**src/core/bbsram_pkg.sv**
```systemverilog
// Package for the battery-backed SRAM host port controller
package bbsram_pkg;

    localparam int CLK_PERIOD_PS = 8000;

    // Speed grade table: index 0, 1, 2 for the fast, middle and slow grade (ns)
    localparam int ADDR_ACCESS_NS [3]   = '{70, 85, 120};
    localparam int DRIVE_FLOAT_NS [3]   = '{20, 25, 35};
    localparam int SELECT_FLOAT_NS [3]  = '{30, 35, 45};
    localparam int STROBE_PULSE_NS [3]  = '{55, 65, 85};
    localparam int SELECT_PULSE_NS [3]  = '{55, 75, 100};
    localparam int ADDR_TO_END_NS [3]   = '{65, 75, 100};
    localparam int DATA_SETUP_NS [3]    = '{30, 35, 45};
    localparam int STROBE_ADDR_HOLD_NS  = 5;
    localparam int SELECT_ADDR_HOLD_NS  = 15;
    localparam int STROBE_DATA_HOLD_NS  = 0;
    localparam int RECOVERY_MAX_MS      = 120;
    localparam int PROTECT_MAX_US       = 250;

    // Least time in ns to whole clock cycles, rounded up, at least one
    function automatic int ns_to_cycles(input int ns);
        int c;
        c = (ns * 1000 + CLK_PERIOD_PS - 1) / CLK_PERIOD_PS;
        return (c < 1) ? 1 : c;
    endfunction : ns_to_cycles

    // One millisecond is 1e9 ps; dividing first keeps the product inside 32 bits
    localparam int RECOVERY_CYCLES = RECOVERY_MAX_MS * (1000000000 / CLK_PERIOD_PS);
    localparam int PROTECT_CYCLES  = PROTECT_MAX_US * (1000000 / CLK_PERIOD_PS);

    localparam int ADDR_W = 17;
    localparam int DATA_W = 8;

    // Host command request: direction, byte address and write data
    typedef struct packed {
        logic              write;
        logic [ADDR_W-1:0] byte_address;
        logic [DATA_W-1:0] wdata;
    } bbsram_req_t;

    // Memory pins driven by the controller
    typedef struct packed {
        logic              sel_n;
        logic              drive_n;
        logic              strobe_n;
        logic [ADDR_W-1:0] byte_address;
        logic [DATA_W-1:0] data_out;
        logic              data_oe_n;
    } bbsram_pins_t;

    typedef enum logic [2:0] {
        ST_RECOVER = 3'b000,
        ST_IDLE    = 3'b001,
        ST_SETUP   = 3'b011,
        ST_ACTIVE  = 3'b010,
        ST_HOLD    = 3'b110,
        ST_GAP     = 3'b111
    } bbsram_state_t;

endpackage : bbsram_pkg

```
**src/core/bbsram_host.sv**
```systemverilog
// Host-side controller driving a battery-backed static memory over its pins
//
// Overview of operation
// Read: strobe high, select low
// Read data valid after longest access delay
// Drive access within output enable delay
// Memory drives only with select, drive low
// Early drive gives undefined data until access
// Address change: old data briefly, then undefined
// Float within select float delay
// Float within drive float delay
// Write spans both low, ends earliest rise
// Address stable, set up before write end
// Strobe low at least strobe pulse width
// Select low at least select pulse width
// Data set up before end, held after
// Address held after strobe or select rise
// Keep drive high during writes
// Memory floats after strobe falls
// Simultaneous fall keeps bus floating
// Power fail deselects, blocks writes later
// Access underway at power fail completes
// Fast collapse: protection within limit
// Recovery interval holds protection after power
// Host waits full recovery, ignores protected access
`timescale 1ns/100ps
`default_nettype none

module bbsram_host
    import bbsram_pkg::*;
#(
    parameter int GRADE           = 0,
    parameter int RECOVERY_COUNT  = bbsram_pkg::RECOVERY_CYCLES
) (
    // Clock, reset and the host's own supply monitor
    input  wire logic                    clock,
    input  wire logic                    rst,
    input  wire logic                    power_good,
    // Request side towards the host logic
    input  wire logic                    req_valid,
    output logic                         req_ready,
    input  wire bbsram_pkg::bbsram_req_t req,
    output logic                         resp_valid,
    output logic [bbsram_pkg::DATA_W-1:0] resp_rdata,
    output logic                         access_refused,
    // Memory pins; the data bus is split into its two directions
    output logic                         sel_n,
    output logic                         drive_n,
    output logic                         strobe_n,
    output logic [bbsram_pkg::ADDR_W-1:0] byte_address,
    output logic [bbsram_pkg::DATA_W-1:0] data_out,
    output logic                         data_oe_n,
    input  wire logic [bbsram_pkg::DATA_W-1:0] data_in
);
    import bbsram_pkg::*;

    // Timing, every figure rounded up to whole clock cycles:
    //  - a read waits the address access delay plus one cycle; select and drive
    //    fall with the address, so their shorter access delays are covered too
    //  - a write keeps select and strobe low for the longest of the strobe pulse,
    //    select pulse and address-to-end minima; data set-up is shorter still
    //  - the gap after an access covers both float delays and the address hold
    // Limitation: select and drive fall on the edge that moves the address, so
    // the memory may show undefined data early in a read; it is never taken then.
    // Trade-off: one margin cycle per read buys freedom from clock-to-pin skew.
    localparam int READ_CYC   = ns_to_cycles(ADDR_ACCESS_NS[GRADE]) + 1;
    localparam int WPULSE_NS  = (STROBE_PULSE_NS[GRADE] > ADDR_TO_END_NS[GRADE]) ?
                                STROBE_PULSE_NS[GRADE] : ADDR_TO_END_NS[GRADE];
    localparam int WRITE_CYC  = (ns_to_cycles(WPULSE_NS) > ns_to_cycles(SELECT_PULSE_NS[GRADE]))
                                ? ns_to_cycles(WPULSE_NS)
                                : ns_to_cycles(SELECT_PULSE_NS[GRADE]);
    localparam int FLOAT_NS   = (SELECT_FLOAT_NS[GRADE] > DRIVE_FLOAT_NS[GRADE]) ?
                                SELECT_FLOAT_NS[GRADE] : DRIVE_FLOAT_NS[GRADE];
    localparam int GAP_CYC    = (ns_to_cycles(FLOAT_NS) > ns_to_cycles(SELECT_ADDR_HOLD_NS))
                                ? ns_to_cycles(FLOAT_NS) : ns_to_cycles(SELECT_ADDR_HOLD_NS);
    localparam int CW         = $clog2(RECOVERY_COUNT + 1);

    // The one down-counter serves every wait, so it must be wide enough for all
    // of them; a grade outside the table has no timing to offer
    if (GRADE < 0 || GRADE > 2 || RECOVERY_COUNT < READ_CYC || RECOVERY_COUNT < WRITE_CYC
        || RECOVERY_COUNT < GAP_CYC) begin : g_bad_param
        $error("bbsram_host: unsupported grade or recovery count");
    end

    ////////////////////////////////////////////////////////////////////////////
    // Sequencer state, shared counter, latched command and the answer
    bbsram_state_t     state_reg, state_next;
    logic [CW-1:0]     count_reg, count_next;
    bbsram_req_t       cmd_reg, cmd_next;
    logic [DATA_W-1:0] rdata_reg, rdata_next;
    logic              resp_reg, resp_next;
    logic              refused_reg, refused_next;
    logic              power_seen_reg;

    wire logic count_done = (count_reg == '0);
    wire logic is_write   = cmd_reg.write;
    // power_good stands for the supply monitor and is taken as synchronous.
    // Protection seen: new work is refused, a started cycle is allowed to finish
    wire logic protected_now = !power_good;
    wire logic take         = (state_reg == ST_IDLE) && req_valid && !protected_now;
    // Power must stay good from the take to the end of the gap; a dip anywhere in
    // between sends the controller through a full recovery afterwards
    wire logic power_seen_next = power_good && (power_seen_reg || take);

    // Handshake and answer outputs; the answer comes straight from flip-flops
    assign req_ready      = (state_reg == ST_IDLE);
    assign resp_valid     = resp_reg;
    assign resp_rdata     = rdata_reg;
    assign access_refused = refused_reg;

    // Pin decode: select and strobe fall together in the setup state for writes
    wire logic in_cycle = (state_reg == ST_SETUP) || (state_reg == ST_ACTIVE);
    assign sel_n        = !in_cycle;
    assign strobe_n     = !(in_cycle && is_write);
    assign drive_n      = !(in_cycle && !is_write);
    assign byte_address = cmd_reg.byte_address;
    assign data_out     = cmd_reg.wdata;
    // Host drives the bus only during writes, low enable means driving. The drive
    // lasts into the first gap cycle, so data outlasts the select rise by 16 ns
    wire logic hold_data   = (state_reg == ST_GAP) && (count_reg == CW'(GAP_CYC));
    wire logic host_drives = in_cycle || (state_reg == ST_HOLD) || hold_data;
    assign data_oe_n    = !(host_drives && is_write);

    ////////////////////////////////////////////////////////////////////////////
    // Sequencer: RECOVER -> IDLE -> SETUP -> ACTIVE -> HOLD -> GAP -> IDLE.
    // One down-counter times recovery, the access and the gap in turn; it is
    // reloaded on every state change that starts a wait, so nothing carries over.
    always_comb begin
        state_next   = state_reg;
        count_next   = count_done ? count_reg : count_reg - 1'b1;
        cmd_next     = cmd_reg;
        rdata_next   = rdata_reg;
        resp_next    = 1'b0;
        refused_next = 1'b0;
        case (state_reg)
            ST_RECOVER: begin
                // Power must stay good for the whole recovery interval;
                // any dip restarts the count from the top
                if (!power_good) begin
                    count_next = CW'(RECOVERY_COUNT);
                end else if (count_done) begin
                    state_next = ST_IDLE;
                end
            end
            ST_IDLE: begin
                // A request under bad supply is refused and reported, never queued
                if (protected_now) begin
                    state_next   = ST_RECOVER;
                    count_next   = CW'(RECOVERY_COUNT);
                    refused_next = req_valid;
                end else if (take) begin
                    cmd_next   = req;
                    state_next = ST_SETUP;
                end
            end
            ST_SETUP: begin
                // Address, select and strobe move on one edge; zero set-up to the
                // falling edge is allowed, and this cycle counts towards the pulse
                state_next = ST_ACTIVE;
                count_next = CW'(is_write ? WRITE_CYC - 1 : READ_CYC - 1);
            end
            ST_ACTIVE: begin
                // Read data is taken on the last low cycle, past every access delay
                if (count_done) begin
                    if (!is_write) begin
                        rdata_next = data_in;
                        resp_next  = 1'b1;
                    end else begin
                        resp_next  = 1'b1;
                    end
                    state_next = ST_HOLD;
                end
            end
            ST_HOLD: begin
                // Data and address held past the write end edge;
                // select and strobe are already high here
                state_next = ST_GAP;
                count_next = CW'(GAP_CYC);
            end
            ST_GAP: begin
                // Bus has floated and the address hold is over; a supply dip since
                // the take means a fresh recovery interval before the next access
                if (count_done) begin
                    state_next = power_seen_reg ? ST_IDLE : ST_RECOVER;
                    if (!power_seen_reg) begin
                        count_next = CW'(RECOVERY_COUNT);
                    end
                end
            end
            default: begin
                // Unused codes fall back to a full recovery, as after power-up
                state_next = ST_RECOVER;
                count_next = CW'(RECOVERY_COUNT);
            end
        endcase
    end

    ////////////////////////////////////////////////////////////////////////////
    // State registers; recovery starts from reset as after power-up.
    // Reset leaves every memory pin inactive from the first edge on.
    always_ff @(posedge clock) begin
        if (rst) begin
            state_reg      <= ST_RECOVER;
            count_reg      <= CW'(RECOVERY_COUNT);
            cmd_reg        <= '0;
            rdata_reg      <= '0;
            resp_reg       <= 1'b0;
            refused_reg    <= 1'b0;
            power_seen_reg <= 1'b0;
        end else begin
            state_reg      <= state_next;
            count_reg      <= count_next;
            cmd_reg        <= cmd_next;
            rdata_reg      <= rdata_next;
            resp_reg       <= resp_next;
            refused_reg    <= refused_next;
            power_seen_reg <= power_seen_next;
        end
    end

endmodule : bbsram_host
`default_nettype wire

```
**config.mk**
```make
export PLATFORM = sky130hd
export DESIGN_NAME = bbsram_host
export DESIGN_NICKNAME = d
export VERILOG_FILES = /design/src/core/bbsram_pkg.sv /design/src/core/bbsram_host.sv
export SDC_FILE = /design/constraint.sdc
export NUM_CORES = 1
export LEC_CHECK = 0
export ABC_AREA = 1
export BUFFER_PORTS_ARGS = -buffer_cell sky130_fd_sc_hd__buf_2
export CAP_MARGIN = 20
export CORE_MARGIN = 2
export CORE_UTILIZATION = 45
export DETAILED_ROUTE_END_ITERATION = 7
export PLACE_DENSITY = 0.76
export REMOVE_ABC_BUFFERS = 1
export SLEW_MARGIN = 15
export SYNTH_ARGS = -nofsm -noshare
export SYNTH_HDL_FRONTEND = slang
export SYNTH_SLANG_ARGS = --single-unit
export TNS_END_PERCENT = 100
```
**constraint.sdc**
```tcl
create_clock -name clock -period 2.3 [get_ports clock]
set_clock_uncertainty 0.15 [all_clocks]
set_input_delay 0.115 -clock clock [delete_from_list [all_inputs] [get_ports clock]]
set_output_delay 0.115 -clock clock [all_outputs]
set_load 0.01 [all_outputs]
```
==> reports/qor.yml <==
outcome:
  status: "finished clean"
synth:
  async_flop_share: 0
  yosysSeqAreaShare: 0.398
  synth_top_cell_by_area: "dfxtp_1"
  synth_cell_types: 38
  yosys-top-cells-count: "98 x nand2_1, 64 x dfxtp_1, 58 x nor2_1, 52 x nand3_1, 40 x a21oi_1"
  synth_most_common_cell: "nand2_1"
  ys_ff_latch: 64
  yosysTopAreaCellShare: 0.398
  postSynthCellCount: 454
  ys_warn_count: 0
  syn-cell-area_mm2: 0.00322
  synth_edf_count: 0
  synth_ff_type: "dfxtp_1"
  yosys-top-cells-area: "dfxtp_1 40%, nand2_1 11%, nand3_1 8.1%"
  syn_area_per_cell_um2: 7.10
clocking:
  clk_pin_slew_ns: 0.07
  root_buffer: "clkbuf_8"
  numCtsBuffers: 9
  clock_path_buffers: 2
  clock_sinks: 64
  clock_latency_ns: 0.33
  htree_levels: 3
  cts_tree: "built"
detailed_routing:
  wirelength_um: 8840
  first_pass_iters: 4
  viasPerCell: 5.09
  drt_iter0_drc: 180
  num_vias: 3392
  drtAntennaViolNets: 0
  wl_per_cell_um: 13.3
  drc_errors: 0
global_route:
  grt_max_degree: 31
  grt_pass1_wl_um: 14300
  antenna_found_initial: 0
  gr-total-overflow: 0
  grt_usage: 0.232
  grt_pass1_vias: 3189
setup_path:
  critPathMaxStageDelay_ns: 0.45
  cp-end-kind: "output port"
  path_class: "flop to output port"
  cp.required_ns: 2.04
  startpoint_type: "flop"
  worst-path-buf-inv: 3
  cp_data_arrival_time_ns: 1.87
  critical-path-top-delay-family: "simple AND/OR/NAND/NOR gates"
  cp_slowest_cell: "dfxtp_1"
  cp_common_cell: "inv_2"
  r2r_setup_slack_ns: 0.25
  worstPathMaxFanout: 5
  path_cells: "inv_2 -> nor3_2 -> inv_2 -> nor3_1 -> nand3_1 -> a31o_1 -> buf_2"
cells_and_area:
  fillers: 585
  n_antenna_cell: 0
  ff_latch_area_mm2: 0.00128
  largest_register_ffs: 24
  multi_input_area_mm2: 0.00168
  final_util: 0.619
  finalNetCount: 606
  drive_gt1_frac: 0.246
  areaGrowthSynthToFinish_pct: 32.0
floorplan:
  pin_count: 78
  die_h_um: 88.6
  row_count: 30
  dieArea_mm2: 0.00786
  core_mm2: 0.00687
  dieWidth_um: 88.6
  initial_core_util: 0.469
timing:
  rsz0062_at_grt: "no"
  finalHoldViolCount: 0
  max_freq_mhz: 469
  relSlewSlack: 0.631
  tightest_slew_ns: 0.550
  fin_setup_tns_ns: 0
  period_needed_ns: 2.13
  setup_violations: 0
  timing.final.crit_share: 0.927
  maxSlewViolCount: 0
power_and_ir_drop:
  p_total_mw: 3.67
  seqPwrFrac: 0.376
  ir_drop_mv: 0.580
  p_int_mw: 2.27
  p_sw_mw: 1.40
  power_leakage_nw: 1.84
  combPwrFrac: 0.341
  clock_power_share: 0.283
  power.density_mw_per_mm2: 862
  p_sw_frac: 0.382
placed_design:
  place.gp.congestion: 0.929
  dp_hpwl_um: 5710
  io_buffers: 77
flow_run:
  maxCapViolCount: 0
hold_path:
  hold_path_class: "input port to flop"
kinds of logic (layout without fill, tap and decap cells):
kind of cell	count (synthesis)	count (layout)	synth area share
DFF	64	64	0.398
adders and majority gates	2	2	0.00776
buffers and inverters	59	175	0.0804
AOI/OAI and AO/OA	66	66	0.115
xor gates and xnor gates	9	9	0.0245
and+or+nand+nor	254	254	0.375
per-stage QoR:
step                      setup slack [ns]  hold slack (ns)  std cells  cell area, um2
after floorplan                      0.250           0.0341        438            3130
after global placement               0.319            0.203        613            3650
after detailed placement             0.198            0.205        613            3650
after CTS                            0.158            0.100        664            4220
after global routing                0.0277            0.148        666            4260
final                                0.168            0.135        666            4260
final timing paths:
check	start	depth (start not counted)	to
max reg2reg	count_reg[0]$_SDFF_PP0_	11	count_reg[22]$_SDFF_PP1_
max	state_reg[2]$_SDFFE_PP0P_	7	data_oe_n
min	req_valid	3	access_refused$_SDFF_PP0_
min reg2reg	data_out[1]$_SDFFE_PP0P_	2	data_out[1]$_SDFFE_PP0P_
tightest hold or removal path, stage by stage:
cell	delay [ns]
buf_2	0.26
nand3_1	0.15
nor2_1	0.04
power groups by stage:
stage,Combinational (mW),Sequential (mW),Clock [mW]
CTS,1.23,1.37,1.05
global placement,1.15,1.39,0
floorplan,0.879,1.38,0
detailed placement,1.17,1.40,0
finish,1.25,1.38,1.04
global route,1.41,1.39,1.10
area by class of cell:
cell class                      count  share of cell area
Clock buffer                        9              0.0291
Tap cell                           96              0.0282
Timing Repair Buffer              117               0.188
Sequential cell                    64               0.301
Inverter                           43              0.0379
Clock inverter                      6              0.0200
Multi-Input combinational cell    331               0.395
layout by cell type (no fill, tap or decap), drive strengths merged:
| master | count |
|---|---|
| a211oi | 1 |
| xnor2 | 2 |
| nor2 | 74 |
| o22ai | 3 |
| clkbuf | 9 |
| nand2 | 104 |
| nand4 | 6 |
| xor2 | 7 |
| or2 | 1 |
| dfxtp | 64 |
| clkinv | 2 |
| inv | 43 |
| nor4 | 2 |
| a21oi | 42 |
| dlygate4sd3 | 36 |
| o21ai | 17 |
| ha | 2 |
| buf | 81 |
| nand3b | 2 |
| nor3 | 9 |
| bufinv | 2 |
| clkinvlp | 2 |
| a31o | 3 |
| nand3 | 56 |
timing repair:
item | CTS | global route
hold buffers | 36 | 0
setup buffers | 0 | 2
endpoints found under the hold margin | 38 | 0
resized for setup | 0 | 0
endpoints found under the setup margin | 0 | 1
routing by layer:
layer | global-route usage | vias up | routed length (um)
li1 | - | 1701 | -
met1 | 0.297 | 1582 | 3970
met2 | 0.391 | 97 | 4300
met3 | 0.0588 | 12 | 440
met4 | 0.0579 | 0 | 119
met5 | 0 | - | 0
No activity file was read; power rests on OpenSTA's default activity.
